$ cat src/rcic_pkg.sv
// constants shared by the relay and contact input control block
package rcic_pkg;
  localparam int          CLK_HZ        = 40_000_000;
  localparam int          DEBOUNCE_MS   = 10;
  localparam int          DEBOUNCE_CYC  = CLK_HZ / 1000 * DEBOUNCE_MS;
  localparam int          RTC_DIGITS    = 12;
  localparam logic [4:0]  OFS_RELAY_CFG = 5'h00;
  localparam logic [4:0]  OFS_MISC_CFG  = 5'h04;
  localparam logic [4:0]  OFS_INPUT_CFG = 5'h08;
  localparam logic [4:0]  OFS_MIN_FREQ  = 5'h0c;
  localparam logic [4:0]  OFS_STATUS    = 5'h10;
  localparam logic [4:0]  OFS_IRQ_STAT  = 5'h14;
  localparam logic [4:0]  OFS_IRQ_MASK  = 5'h18;
  localparam logic [4:0]  OFS_RTC       = 5'h1c;
  localparam int          FLD_STRIDE    = 4;
  localparam int          MISC_AREV     = 0;
  localparam int          MISC_MDIS     = 1;
  localparam int          MISC_LEAD     = 2;
  localparam int          MISC_CFG_LSB  = 4;
  localparam int          ST_RUN        = 8;
  localparam int          ST_REV        = 9;
  localparam int          ST_RELAY_LSB  = 10;
  localparam int          ST_MODE_LSB   = 13;
  localparam int          RTC_CUR_LSB   = 8;
  localparam int          IRQ_LATCH     = 0;
  localparam int          IRQ_RUN       = 1;
  localparam int          IRQ_RELAY     = 2;
  localparam logic [2:0]  SEL_SYS_FAULT = 3'h0;
  localparam logic [2:0]  SEL_PUMP      = 3'h4;
  localparam logic [2:0]  SEL_MIN_FREQ  = 3'h5;
  localparam logic [2:0]  SEL_MAX       = 3'h5;
  localparam logic [2:0]  FN_RUN_STOP   = 3'h0;
  localparam logic [2:0]  FN_ALWAYS     = 3'h1;
  localparam logic [2:0]  FN_LATCH_OPEN = 3'h2;
  localparam logic [2:0]  FN_REVERSE    = 3'h3;
  localparam logic [2:0]  FN_LATCH_CLS  = 3'h4;
  localparam logic [2:0]  FN_MAX_LOW    = 3'h2;
  localparam logic [2:0]  FN_MAX_HIGH   = 3'h4;
  localparam logic [2:0]  FN_RST_LOW    = 3'h0;
  localparam logic [2:0]  FN_RST_HIGH   = 3'h1;
  localparam logic [2:0]  CFG_DEFAULT   = 3'h0;
  localparam logic [1:0]  REQ_OFF       = 2'h0;
  localparam logic [1:0]  REQ_AUTO      = 2'h1;
  localparam logic [1:0]  REQ_MANUAL    = 2'h2;
  localparam logic [3:0]  DIGIT_MAX     = 4'h9;
  typedef enum logic [1:0] {RCIC_OFF, RCIC_AUTO, RCIC_MANUAL} rcic_mode_t;
endpackage

$ cat src/rcic_top.sv
// relay, contact input, analog reverse, mode lockout and clock edit control
`timescale 1ns/10ps
module rcic_top #(
  parameter int DEB_CYC = rcic_pkg::DEBOUNCE_CYC,
  parameter int AN_W    = 10,
  parameter int FREQ_W  = 16
) (
  input  wire logic              core_clk,
  input  wire logic              rst_b,
  input  wire logic [4:0]        avs_address,
  input  wire logic              avs_read,
  input  wire logic              avs_write,
  input  wire logic [31:0]       avs_writedata,
  output logic      [31:0]       avs_readdata,
  output logic                   avs_waitrequest,
  output logic                   irq,
  input  wire logic              contact_input_1,
  input  wire logic              contact_input_2,
  input  wire logic              contact_input_3,
  input  wire logic              contact_input_4,
  input  wire logic              system_fault,
  input  wire logic              pump_fault,
  input  wire logic [FREQ_W-1:0] motor_freq,
  input  wire logic [2:0]        leadlag_relay,
  input  wire logic              config_run,
  input  wire logic              key_enter,
  input  wire logic              key_up,
  input  wire logic              key_down,
  input  wire logic              rtc_edit,
  input  wire logic [1:0]        mode_req,
  input  wire logic              mode_req_valid,
  input  wire logic [AN_W-1:0]   analog_v_in,
  input  wire logic [AN_W-1:0]   analog_i_in,
  output logic      [AN_W-1:0]   analog_v_out,
  output logic      [AN_W-1:0]   analog_i_out,
  output logic                   relay2_make_contact,
  output logic                   relay2_break_contact,
  output logic                   relay3_make_contact,
  output logic                   relay4_make_contact,
  output logic                   motor_run,
  output logic                   motor_reverse,
  output logic                   fault_display,
  output logic      [1:0]        op_mode
);
  localparam int S = rcic_pkg::FLD_STRIDE;

  logic                rst_s1_r;
  logic                rst_n;
  logic                ack_r;
  logic                wr_en;
  logic [31:0]         rdata_r;
  logic [2:0]          rsel_r [3];
  logic [2:0]          fn_r [4];
  logic                arev_r;
  logic                mdis_r;
  logic                lead_r;
  logic [2:0]          cfg_r;
  logic [FREQ_W-1:0]   minf_r;
  logic [2:0]          ist_r;
  logic [2:0]          imask_r;
  logic [3:0]          rtc_idx_r;
  logic [3:0]          rtc_dat;
  logic [3:0]          rtc_cur;
  logic [3:0]          in_raw;
  logic [3:0]          in_db;
  logic [3:0]          latch_r;
  logic [3:0]          latch_nxt;
  logic [3:0]          permit;
  logic [2:0]          relay_r;
  logic [2:0]          relay_nxt;
  logic                run_nxt;
  logic                rev_nxt;
  logic                clr_fault;
  logic [2:0]          ev;
  rcic_pkg::rcic_mode_t mode_r;
  rcic_pkg::rcic_mode_t mode_nxt;

  // reset released through two flops
  always_ff @(posedge core_clk or negedge rst_b) begin
    if (!rst_b) begin
      rst_s1_r <= 1'b0;
      rst_n    <= 1'b0;
    end else begin
      rst_s1_r <= 1'b1;
      rst_n    <= rst_s1_r;
    end
  end

  // slave answers on the second cycle of every request
  assign avs_waitrequest = (avs_read || avs_write) && !ack_r;
  assign wr_en           = avs_write && ack_r;
  assign avs_readdata    = rdata_r;

  always_ff @(posedge core_clk or negedge rst_n) begin
    if (!rst_n) begin
      ack_r <= 1'b0;
    end else begin
      ack_r <= (avs_read || avs_write) && !ack_r;
    end
  end

  // out of range select keeps old value
  always_ff @(posedge core_clk or negedge rst_n) begin
    if (!rst_n) begin
      for (int i = 0; i < 3; i++) rsel_r[i] <= rcic_pkg::SEL_SYS_FAULT;
    end else if (wr_en && avs_address == rcic_pkg::OFS_RELAY_CFG) begin
      for (int i = 0; i < 3; i++) begin
        if (avs_writedata[i*S +: 3] <= rcic_pkg::SEL_MAX) begin
          rsel_r[i] <= avs_writedata[i*S +: 3];
        end
      end
    end
  end

  always_ff @(posedge core_clk or negedge rst_n) begin
    if (!rst_n) begin
      fn_r[0] <= rcic_pkg::FN_RST_LOW;
      fn_r[1] <= rcic_pkg::FN_RST_LOW;
      fn_r[2] <= rcic_pkg::FN_RST_HIGH;
      fn_r[3] <= rcic_pkg::FN_RST_HIGH;
    end else if (wr_en && avs_address == rcic_pkg::OFS_INPUT_CFG) begin
      for (int i = 0; i < 4; i++) begin
        if (avs_writedata[i*S +: 3] <= ((i < 2) ? rcic_pkg::FN_MAX_LOW
                                                : rcic_pkg::FN_MAX_HIGH)) begin
          fn_r[i] <= avs_writedata[i*S +: 3];
        end
      end
    end
  end

  always_ff @(posedge core_clk or negedge rst_n) begin
    if (!rst_n) begin
      arev_r <= 1'b0;
      mdis_r <= 1'b0;
      lead_r <= 1'b0;
      cfg_r  <= rcic_pkg::CFG_DEFAULT;
    end else if (wr_en && avs_address == rcic_pkg::OFS_MISC_CFG) begin
      arev_r <= avs_writedata[rcic_pkg::MISC_AREV];
      mdis_r <= avs_writedata[rcic_pkg::MISC_MDIS];
      lead_r <= avs_writedata[rcic_pkg::MISC_LEAD];
      cfg_r  <= avs_writedata[rcic_pkg::MISC_CFG_LSB +: 3];
    end
  end

  always_ff @(posedge core_clk or negedge rst_n) begin
    if (!rst_n) begin
      minf_r    <= '0;
      rtc_idx_r <= 4'h0;
      imask_r   <= 3'h0;
    end else if (wr_en) begin
      if (avs_address == rcic_pkg::OFS_MIN_FREQ) begin
        minf_r <= avs_writedata[FREQ_W-1:0];
      end else if (avs_address == rcic_pkg::OFS_RTC) begin
        rtc_idx_r <= avs_writedata[3:0];
      end else if (avs_address == rcic_pkg::OFS_IRQ_MASK) begin
        imask_r <= avs_writedata[2:0];
      end
    end
  end

  // read data latched on the edge that raises ack
  always_ff @(posedge core_clk or negedge rst_n) begin
    if (!rst_n) begin
      rdata_r <= 32'h0;
    end else if (avs_read && !ack_r) begin
      rdata_r <= 32'h0;
      if (avs_address == rcic_pkg::OFS_RELAY_CFG) begin
        for (int i = 0; i < 3; i++) rdata_r[i*S +: 3] <= rsel_r[i];
      end else if (avs_address == rcic_pkg::OFS_INPUT_CFG) begin
        for (int i = 0; i < 4; i++) rdata_r[i*S +: 3] <= fn_r[i];
      end else if (avs_address == rcic_pkg::OFS_MISC_CFG) begin
        rdata_r[rcic_pkg::MISC_AREV]        <= arev_r;
        rdata_r[rcic_pkg::MISC_MDIS]        <= mdis_r;
        rdata_r[rcic_pkg::MISC_LEAD]        <= lead_r;
        rdata_r[rcic_pkg::MISC_CFG_LSB +: 3] <= cfg_r;
      end else if (avs_address == rcic_pkg::OFS_MIN_FREQ) begin
        rdata_r[FREQ_W-1:0] <= minf_r;
      end else if (avs_address == rcic_pkg::OFS_STATUS) begin
        rdata_r[3:0]                         <= in_db;
        rdata_r[7:4]                         <= latch_r;
        rdata_r[rcic_pkg::ST_RUN]            <= motor_run;
        rdata_r[rcic_pkg::ST_REV]            <= motor_reverse;
        rdata_r[rcic_pkg::ST_RELAY_LSB +: 3] <= relay_r;
        rdata_r[rcic_pkg::ST_MODE_LSB +: 2]  <= mode_r;
      end else if (avs_address == rcic_pkg::OFS_IRQ_STAT) begin
        rdata_r[2:0] <= ist_r;
      end else if (avs_address == rcic_pkg::OFS_IRQ_MASK) begin
        rdata_r[2:0] <= imask_r;
      end else if (avs_address == rcic_pkg::OFS_RTC) begin
        rdata_r[3:0]                        <= rtc_dat;
        rdata_r[rcic_pkg::RTC_CUR_LSB +: 4] <= rtc_cur;
      end
    end
  end

  assign in_raw = {contact_input_4, contact_input_3, contact_input_2, contact_input_1};

  genvar g;
  generate
    for (g = 0; g < 4; g++) begin : g_in
      rcic_debounce #(
        .DEB_CYC (DEB_CYC)
      ) u_deb (
        .core_clk (core_clk),
        .rst_n    (rst_n),
        .din      (in_raw[g]),
        .dout     (in_db[g])
      );
    end
  endgenerate

  // enter clears latched faults only outside clock editing
  assign clr_fault = key_enter && !rtc_edit;

  always_comb begin
    latch_nxt = latch_r;
    for (int i = 0; i < 4; i++) begin
      if (clr_fault) latch_nxt[i] = 1'b0;
      if (fn_r[i] == rcic_pkg::FN_LATCH_OPEN && !in_db[i]) latch_nxt[i] = 1'b1;
      if (i >= 2 && fn_r[i] == rcic_pkg::FN_LATCH_CLS && in_db[i]) latch_nxt[i] = 1'b1;
    end
  end

  always_ff @(posedge core_clk or negedge rst_n) begin
    if (!rst_n) begin
      latch_r <= 4'h0;
    end else begin
      latch_r <= latch_nxt;
    end
  end

  always_comb begin
    rev_nxt = 1'b0;
    for (int i = 0; i < 4; i++) begin
      permit[i] = 1'b1;
      case (fn_r[i])
        rcic_pkg::FN_RUN_STOP:   permit[i] = in_db[i];
        rcic_pkg::FN_ALWAYS:     permit[i] = 1'b1;
        rcic_pkg::FN_LATCH_OPEN: permit[i] = !latch_r[i];
        rcic_pkg::FN_LATCH_CLS:  permit[i] = !latch_r[i];
        default:                 permit[i] = 1'b1;
      endcase
      if (i >= 2 && fn_r[i] == rcic_pkg::FN_REVERSE && in_db[i]) rev_nxt = 1'b1;
    end
  end

  // other configurations supply their own run request
  always_comb begin
    run_nxt = 1'b0;
    if (mode_r == rcic_pkg::RCIC_AUTO) begin
      run_nxt = (cfg_r == rcic_pkg::CFG_DEFAULT) ? &permit : config_run;
    end else if (mode_r == rcic_pkg::RCIC_MANUAL) begin
      run_nxt = !(|latch_r);
    end
  end

  always_ff @(posedge core_clk or negedge rst_n) begin
    if (!rst_n) begin
      motor_run     <= 1'b0;
      motor_reverse <= 1'b0;
    end else begin
      motor_run     <= run_nxt;
      motor_reverse <= rev_nxt && (cfg_r == rcic_pkg::CFG_DEFAULT);
    end
  end

  assign fault_display = |latch_r;

  always_comb begin
    mode_nxt = mode_r;
    case (mode_r)
      rcic_pkg::RCIC_MANUAL: if (mdis_r) mode_nxt = rcic_pkg::RCIC_OFF;
      default:               mode_nxt = mode_r;
    endcase
    if (mode_req_valid) begin
      if (mode_req == rcic_pkg::REQ_OFF) mode_nxt = rcic_pkg::RCIC_OFF;
      else if (mode_req == rcic_pkg::REQ_AUTO) mode_nxt = rcic_pkg::RCIC_AUTO;
      else if (mode_req == rcic_pkg::REQ_MANUAL && !mdis_r) mode_nxt = rcic_pkg::RCIC_MANUAL;
    end
  end

  always_ff @(posedge core_clk or negedge rst_n) begin
    if (!rst_n) begin
      mode_r <= rcic_pkg::RCIC_OFF;
    end else begin
      mode_r <= mode_nxt;
    end
  end

  assign op_mode = mode_r;

  // reserved codes leave the relay open
  generate
    for (g = 0; g < 3; g++) begin : g_rly
      always_comb begin
        case (rsel_r[g])
          rcic_pkg::SEL_SYS_FAULT: relay_nxt[g] = !system_fault;
          rcic_pkg::SEL_PUMP:      relay_nxt[g] = !pump_fault;
          rcic_pkg::SEL_MIN_FREQ:  relay_nxt[g] = motor_freq > minf_r;
          default:                 relay_nxt[g] = 1'b0;
        endcase
        if (lead_r) relay_nxt[g] = leadlag_relay[g];
      end
    end
  endgenerate

  always_ff @(posedge core_clk or negedge rst_n) begin
    if (!rst_n) begin
      relay_r <= 3'h0;
    end else begin
      relay_r <= relay_nxt;
    end
  end

  assign relay2_make_contact  = relay_r[0];
  assign relay2_break_contact = !relay_r[0];
  assign relay3_make_contact  = relay_r[1];
  assign relay4_make_contact  = relay_r[2];

  always_ff @(posedge core_clk or negedge rst_n) begin
    if (!rst_n) begin
      analog_v_out <= '0;
      analog_i_out <= '0;
    end else begin
      analog_v_out <= arev_r ? ~analog_v_in : analog_v_in;
      analog_i_out <= arev_r ? ~analog_i_in : analog_i_in;
    end
  end

  // a new event wins over a same-cycle clear
  assign ev[rcic_pkg::IRQ_LATCH] = |(latch_nxt & ~latch_r);
  assign ev[rcic_pkg::IRQ_RUN]   = run_nxt != motor_run;
  assign ev[rcic_pkg::IRQ_RELAY] = relay_nxt != relay_r;

  always_ff @(posedge core_clk or negedge rst_n) begin
    if (!rst_n) begin
      ist_r <= 3'h0;
    end else if (wr_en && avs_address == rcic_pkg::OFS_IRQ_STAT) begin
      ist_r <= (ist_r & ~avs_writedata[2:0]) | ev;
    end else begin
      ist_r <= ist_r | ev;
    end
  end

  assign irq = |(ist_r & imask_r);

  rcic_rtc_edit #(
    .DIGITS (rcic_pkg::RTC_DIGITS)
  ) u_rtc (
    .core_clk  (core_clk),
    .rst_n     (rst_n),
    .edit      (rtc_edit),
    .key_enter (key_enter),
    .key_up    (key_up),
    .key_down  (key_down),
    .rd_idx    (rtc_idx_r),
    .rd_data_r (rtc_dat),
    .cursor_r  (rtc_cur)
  );

  chk_relay_sysfault: assert property (@(posedge core_clk) disable iff (!rst_n)
    (!lead_r && rsel_r[0] == rcic_pkg::SEL_SYS_FAULT)
      |=> (relay2_make_contact == !$past(system_fault)))
    else $error("relay select 0 does not follow system fault");
  chk_relay_pump: assert property (@(posedge core_clk) disable iff (!rst_n)
    (!lead_r && rsel_r[1] == rcic_pkg::SEL_PUMP && pump_fault) |=> !relay3_make_contact)
    else $error("relay stays closed on pump fault");
  chk_relay_minfreq: assert property (@(posedge core_clk) disable iff (!rst_n)
    (!lead_r && rsel_r[2] == rcic_pkg::SEL_MIN_FREQ)
      |=> (relay4_make_contact == ($past(motor_freq) > $past(minf_r))))
    else $error("relay does not track minimum frequency");
  chk_sel_range: assert property (@(posedge core_clk) disable iff (!rst_n)
    rsel_r[0] <= rcic_pkg::SEL_MAX && rsel_r[1] <= rcic_pkg::SEL_MAX
      && rsel_r[2] <= rcic_pkg::SEL_MAX)
    else $error("relay select out of range");
  chk_leadlag_ovr: assert property (@(posedge core_clk) disable iff (!rst_n)
    lead_r |=> (relay_r == $past(leadlag_relay)))
    else $error("lead/lag does not drive relays");
  chk_break_contact: assert property (@(posedge core_clk) disable iff (!rst_n)
    (!lead_r && rsel_r[0] == rcic_pkg::SEL_SYS_FAULT)
      |=> (relay2_break_contact == $past(system_fault)))
    else $error("relay 2 break contact does not open with no fault");
  chk_analog_rev: assert property (@(posedge core_clk) disable iff (!rst_n)
    arev_r |=> (analog_v_out + $past(analog_v_in) == {AN_W{1'b1}}))
    else $error("analog scale not reversed");
  chk_manual_lock: assert property (@(posedge core_clk) disable iff (!rst_n)
    (mdis_r && mode_req_valid && mode_req == rcic_pkg::REQ_MANUAL)
      |=> mode_r != rcic_pkg::RCIC_MANUAL)
    else $error("manual mode entered while disabled");
  chk_latch_hold: assert property (@(posedge core_clk) disable iff (!rst_n)
    (latch_r[1] && !clr_fault && !wr_en && cfg_r == rcic_pkg::CFG_DEFAULT
      && fn_r[1] == rcic_pkg::FN_LATCH_OPEN) |=> latch_r[1] ##1 !motor_run)
    else $error("latched fault dropped without enter");
  chk_reverse_in: assert property (@(posedge core_clk) disable iff (!rst_n)
    (cfg_r == rcic_pkg::CFG_DEFAULT && fn_r[2] == rcic_pkg::FN_REVERSE && in_db[2])
      |=> motor_reverse)
    else $error("closed reverse input ignored");
  chk_run_default: assert property (@(posedge core_clk) disable iff (!rst_n)
    (mode_r == rcic_pkg::RCIC_AUTO && cfg_r == rcic_pkg::CFG_DEFAULT
      && fn_r[0] == rcic_pkg::FN_RUN_STOP && !in_db[0]) |=> !motor_run)
    else $error("motor runs with input 1 open");
endmodule

$ cat src/rcic_debounce.sv
// two-flop synchroniser and debounce filter for one contact input
`timescale 1ns/10ps
module rcic_debounce #(
  parameter int DEB_CYC = rcic_pkg::DEBOUNCE_CYC
) (
  input  wire logic core_clk,
  input  wire logic rst_n,
  input  wire logic din,
  output logic      dout
);
  localparam int CW = $clog2(DEB_CYC + 1);
  logic          s1_r;
  logic          s2_r;
  logic [CW-1:0] cnt_r;

  always_ff @(posedge core_clk or negedge rst_n) begin
    if (!rst_n) begin
      s1_r <= 1'b0;
      s2_r <= 1'b0;
    end else begin
      s1_r <= din;
      s2_r <= s1_r;
    end
  end

  always_ff @(posedge core_clk or negedge rst_n) begin
    if (!rst_n) begin
      cnt_r <= '0;
      dout  <= 1'b0;
    end else if (s2_r == dout) begin
      cnt_r <= '0;
    end else if (cnt_r == CW'(DEB_CYC - 1)) begin
      cnt_r <= '0;
      dout  <= s2_r;
    end else begin
      cnt_r <= cnt_r + 1'b1;
    end
  end
endmodule

$ cat src/rcic_rtc_edit.sv
// clock digit store with keypad cursor editing
`timescale 1ns/10ps
module rcic_rtc_edit #(
  parameter int DIGITS = rcic_pkg::RTC_DIGITS
) (
  input  wire logic       core_clk,
  input  wire logic       rst_n,
  input  wire logic       edit,
  input  wire logic       key_enter,
  input  wire logic       key_up,
  input  wire logic       key_down,
  input  wire logic [3:0] rd_idx,
  output logic      [3:0] rd_data_r,
  output logic      [3:0] cursor_r
);
  logic [3:0] dig_r [DIGITS];
  logic [3:0] cur;

  assign cur = dig_r[cursor_r];

  always_ff @(posedge core_clk or negedge rst_n) begin
    if (!rst_n) begin
      cursor_r <= 4'h0;
    end else if (edit && key_enter) begin
      cursor_r <= (cursor_r == 4'(DIGITS - 1)) ? 4'h0 : cursor_r + 4'h1;
    end
  end

  always_ff @(posedge core_clk or negedge rst_n) begin
    if (!rst_n) begin
      for (int i = 0; i < DIGITS; i++) dig_r[i] <= 4'h0;
    end else if (edit && key_up && !key_down) begin
      dig_r[cursor_r] <= (cur >= rcic_pkg::DIGIT_MAX) ? 4'h0 : cur + 4'h1;
    end else if (edit && key_down && !key_up) begin
      dig_r[cursor_r] <= (cur == 4'h0) ? rcic_pkg::DIGIT_MAX : cur - 4'h1;
    end
  end

  always_ff @(posedge core_clk or negedge rst_n) begin
    if (!rst_n) begin
      rd_data_r <= 4'h0;
    end else begin
      rd_data_r <= (rd_idx < 4'(DIGITS)) ? dig_r[rd_idx] : 4'h0;
    end
  end
endmodule

$ cat config.mk
export PLATFORM = sky130hd
export DESIGN_NAME = rcic_top
export DESIGN_NICKNAME = d
export VERILOG_FILES = /design/src/rcic_pkg.sv /design/src/rcic_top.sv /design/src/rcic_debounce.sv /design/src/rcic_rtc_edit.sv
export SDC_FILE = /design/constraint.sdc
export NUM_CORES = 1
export LEC_CHECK = 0
export BUFFER_PORTS_ARGS = -buffer_cell sky130_fd_sc_hd__buf_2
export CAP_MARGIN = 20
export CORE_MARGIN = 2
export CORE_UTILIZATION = 30
export DETAILED_ROUTE_END_ITERATION = 16
export GPL_TIMING_DRIVEN = 0
export HOLD_SLACK_MARGIN = 0.1
export PLACE_DENSITY = 0.54
export SKIP_LAST_GASP = 1
export SLEW_MARGIN = 20
export SYNTH_ARGS = -nofsm -noshare
export SYNTH_HDL_FRONTEND = slang
export SYNTH_HIERARCHICAL = 1
export SYNTH_SLANG_ARGS = --single-unit
$ cat constraint.sdc
create_clock -name core_clk -period 11.7 [get_ports core_clk]
set_clock_uncertainty 0.1 [all_clocks]
set_input_delay 2.34 -clock core_clk [delete_from_list [all_inputs] [get_ports core_clk]]
set_output_delay 2.34 -clock core_clk [all_outputs]
set_load 0.02 [all_outputs]
### Yosys cells after proc, flatten, opt, wreduce, memory -nomap -nowiden

Index checks and enable logic that the tools add are counted.

* register bits: 247
* bits in latches: 0
* RAM bits: 0
* bits in read-only memories: 0
* input port bits: 94
* output and inout port bits: 63
* word-level logic and storage cells: 297
* memories: 0

* add/sub/neg operators: 7
* $mul: 0
* divide/modulo/power cells: 0
* order comparisons: 13
* equality and inequality tests: 38
* shift-type cells: 0
* mux-type cells: 90
* bitwise logic cells: 17
* reductions and logical operators: 76

Operator list (count)
* $mux W19: 8
* $bwmux W48: 2
* $mux W48: 2
* $add A19 B1 Y19 const B: 4
* $eq A19 B19 Y1 const B: 4
* $mux W4: 16
* $mux W3: 13
* $bmux W4 S4: 2
* $eq A3 B3 Y1 const B: 10
* $mux W1: 28
* $logic_and A1 B1 Y1: 24
* $logic_not A3 Y1: 8
* $reduce_and A2 Y1: 12
* $eq A5 B5 Y1 const B: 4
* $mux W10: 2
* $not A10 Y10: 2
* $eq A3 B2 Y1 const B: 6
* $logic_not A1 Y1: 17
* $demux W4 S4: 1
* $gt A16 B16 Y1: 1
* $le A3 B3 Y1 const B: 5
* $mux W15: 1
* $mux W2: 6
* $eq A5 B4 Y1 const B: 2
* other kinds (35): 61

### Logic depth before layout (Yosys ltp)

* word-level depth: 9
* gate-level depth with buffers: 13
* gate-level depth less buffers: 10

### By module

Netlist, hierarchy kept.

By module, submodules not included
* rcic_top: instances 1, cells an instance 540, area each 5270.1 um^2, seq. area each 2580.0 um^2
* rcic_debounce: instances 4, cells an instance 107, area each 1099.8 um^2, seq. area each 550.5 um^2
* rcic_rtc_edit: instances 1, cells an instance 268, area each 3273.1 um^2, seq. area each 1401.3 um^2

### Worst setup path before layout

No wires, ideal clock.

* path kind: in2out
* start point: input port avs_write
* end point: output port avs_waitrequest
* arrival: 2670 ps
* data required time: 9260 ps
* slack: 6590 ps
* stages on the path: 2
* path buffers: 0
* path through: nor2_1 nor2_1

* cells in the longest elaborated chain, start to end: 2

RTL lines
* start, declared: line rcic_top.sv:12 `input wire logic avs_write,`
* $logic_or A1 B1 Y1: line rcic_top.sv:90 `assign avs_waitrequest = (avs_read || avs_write) && !ack_r;`
* $logic_and A1 B1 Y1: line rcic_top.sv:90
* end, declared: line rcic_top.sv:15 `output logic avs_waitrequest,`

No other way between the ends.

### Final worst setup path

Same ends and word-level chain as after synthesis.

==> flow_metrics.env <==
export IMPL_ys_types=80
export IMPL_num_io_pins=157
export IMPL_clk_pin_slew_ps=60
export IMPL_synth_cell_area_sq_um=12940
export IMPL_hold_buffers=0
export IMPL_place_detailed_hpwl_mm=26.47
export IMPL_maxCapViolations=0
export IMPL_routed_wl_mm=35.21
export IMPL_vias=9900
export IMPL_area_delta_synth_final_pct=19.45
export IMPL_grt_pass1_wl_mm=55.61
export IMPL_timing_final_ws_setup_ps=6364
export IMPL_dieArea_sq_um=44820
export IMPL_ir_drop_v=0.0001871
export IMPL_cts_setup_buffers=0
export IMPL_gp_congestion=0.8631
export IMPL_cts_tree="yes"
export IMPL_drt_pass1_iterations=5
export IMPL_antenna_found_initial=7
export IMPL_rows=76
export IMPL_ys_async_sr_fraction_pct=100.0
export IMPL_initial_utilization_pct=30.25
export IMPL_synth_ff_type="dfrtp_1"
export IMPL_utilization_pct=36.13
export IMPL_end_kind="output port"
export IMPL_synth_edff_count=0
export IMPL_antenna_left=0
export IMPL_fin_nets=1530
export IMPL_io_buffers=121
export IMPL_power_switching_uw=986.7
export IMPL_fin_crit_sh_pct=45.61
export IMPL_fin_total_pwr_uw=2916
export IMPL_critPathLaunchType="primary input"
export IMPL_ys_seq_elements=247
export IMPL_p_seq_share_pct=38.5
export IMPL_hp_class="reg2reg"
export IMPL_p_int_uw=1929
export IMPL_slew_violations=0
export IMPL_drive_gt1_share_pct=23.15
export IMPL_syn_area_per_cell_sq_um=10.47
export IMPL_crit_arrival_ps=2900
export IMPL_grt_overflow=0
export IMPL_hold_viol=0
export IMPL_ctsResizeCount=0
export IMPL_setup_violations=0
export IMPL_worst_setup_path_type="in2out"
export IMPL_dp_slack_ps=6365
export IMPL_clk_path_buf_depth=3
export IMPL_cts_sinks=247
export IMPL_crit_fanout=6
export IMPL_seq_area_frac_synth_pct=47.78
export IMPL_wl_per_cell_um=17.78
export IMPL_p_sw_share_pct=33.84
export IMPL_cts_max_level=1
export IMPL_die_h_um=211.7
export IMPL_vias_per_cell=4.997
export IMPL_max_freq_mhz=187.4
export IMPL_setup_tns_ps=0
export IMPL_clockRootBuffer="clkbuf_16"
export IMPL_crit_required_ps=9260
export IMPL_yosys_warnings=6
export IMPL_die_w_um=211.7
export IMPL_comb_power_share_pct=28.7
export IMPL_drt_initial_drc_count=587
export IMPL_power_frac_clock_pct=32.9
export IMPL_core_area_sq_um=42790
export IMPL_grt_usage_pct=15.80
export IMPL_cts_inserted_buffers=29
export IMPL_first_global_vias=9856
export IMPL_rsz0062_at_grt="false"
export IMPL_tightest_slew_ps=1063
export IMPL_grt_max_degree=56
export IMPL_syn_instance_count=1236
export IMPL_fillers=4310
export IMPL_slew_headroom_pct=28.61
export IMPL_drc_errors=0
export IMPL_power_density_nw_per_um2=188.6
export IMPL_status="finished, final reports clean"
export IMPL_clock_latency_ps=570
export IMPL_leakage_uw=0.006730
export IMPL_min_period_ps=5336
==> flip-flops by register name, summed over array words and instances, names as in the netlist, 2 cells and up <==
register / count
analog_i_out: 10
analog_v_out: 10
avs_readdata: 16
cfg_r: 3
fn_r: 12
g_in.u_deb/cnt_r: 76
g_in.u_deb/dout: 4
g_in.u_deb/s1_r: 4
g_in.u_deb/s2_r: 4
imask_r: 3
ist_r: 3
latch_r: 4
minf_r: 16
op_mode: 2
relay_r: 3
rsel_r: 9
rtc_idx_r: 4
u_rtc/cursor_r: 4
u_rtc/dig_r: 48
u_rtc/rd_data_r: 4
==> layout by cell type (no fill, tap or decap), drive strengths merged, types with 6 or more instances in the layout <==
master | netlist | routed
a31oi | 16 | 16
a211oi | 11 | 11
nand2 | 104 | 104
o21ai | 51 | 51
dfrtp | 245 | 245
xnor2 | 54 | 54
clkbuf | 36 | 77
xor2 | 33 | 33
mux2i | 10 | 10
ha | 27 | 27
and2 | 8 | 8
nand3 | 37 | 37
conb | 2 | 17
a221oi | 10 | 10
nor3 | 35 | 35
a21oi | 51 | 51
inv | 48 | 49
nand2b | 6 | 6
mux4 | 24 | 24
nand3b | 9 | 9
nor2 | 167 | 167
buf | 30 | 157
and4 | 6 | 6
nor4 | 26 | 26
nand4 | 32 | 32
mux2 | 49 | 49
a22oi | 9 | 9
nor2b | 12 | 12
==> power by group through the flow <==
stage,Sequential [uW],Combinational (uW),Clock [uW]
floorplan,1120,574,0
global placement,1140,795,0
detailed placement,1140,830,0
CTS,1120,835,982
global route,1140,915,1020
finish,1120,836,958
==> metrics by stage <==
stage	hold WS [ps]	area [sq um]	std cells
after floorplan	231.2	13000	1251
after global placement	235.5	14290	1918
after detailed placement	241.2	14440	1924
after CTS	254.8	15440	1976
after global routing	259.7	15460	1981
final	250.3	15460	1981
==> cell families after synthesis <==
logic type,count (synthesis),share of synthesized area (%)
flops,247,47.78
fa+ha+maj,27,2.610
mux,83,9.532
simple gates,478,18.85
buf+inv,114,4.302
other cells,2,0.05803
xor+xnor,87,5.887
compound gates,198,10.98
==> critical path: stages <==
cell and delay [ps]:
buf_2 170, nor2_1 70, nor2_1 120, buf_2 200
==> cell usage after synthesis, types with 10 or more instances <==
cell type  instances  area [sq um]
a211oi_1          11         82.58
a21oi_1           50         250.2
a221oi_1          10         87.58
buf_4             16         120.1
clkbuf_1          28         105.1
dfrtp_1          245          6131
ha_1              27         337.8
inv_1             48         180.2
mux2_2            49         551.8
mux2i_1           10         100.1
mux4_1            11         289.0
mux4_2            13         292.8
nand2_1          104         390.4
nand3_1           32         160.2
nand4_1           27         168.9
nor2_1           166         623.1
nor2b_1           12         75.07
nor3_1            35         175.2
nor4_1            26         162.7
o21ai_0           46         230.2
xnor2_1           54         473.0
xor2_1            33         289.0
==> routing by layer <==
layer	share of wire [%]	track usage, %
met1	44	21.06
met5	0.023	0
met2	48	25.86
met3	4.7	2.952
met4	2.7	5.270
==> area by class of cell <==
| class | count | area [sq um] | share of cell area, % |
|---|---|---|---|
| clock inverter | 11 | 165.2 | 1.068 |
| sequential | 247 | 6187 | 40.02 |
| buffer | 66 | 376.6 | 2.436 |
| tap | 546 | 683.2 | 4.419 |
| clock buffer | 41 | 840.8 | 5.439 |
| antenna | 5 | 12.51 | 0.08093 |
| timing repair buffer | 127 | 730.7 | 4.726 |
| multi-input combinational | 890 | 6284 | 40.64 |
| inverter | 48 | 180.2 | 1.165 |
==> worst paths after layout <==
kind,from,cells after the start,slack (ps),endpoint
worst max-delay path,avs_write,4,6360,avs_waitrequest
worst min-delay path,g_in[1].u_deb/s1_r,0,250,g_in[1].u_deb/s2_r
worst max register to register,u_rtc/cursor_r[1],12,7710,u_rtc/dig_r[5]
worst min register to register,g_in[1].u_deb/s1_r,0,250,g_in[1].u_deb/s2_r
max in group asynchronous,rst_b,1,9950,rst_n
min in group asynchronous,rst_n,0,290,g_in[1].u_deb/cnt_r[14]
Power figures use the tool's default switching activity.
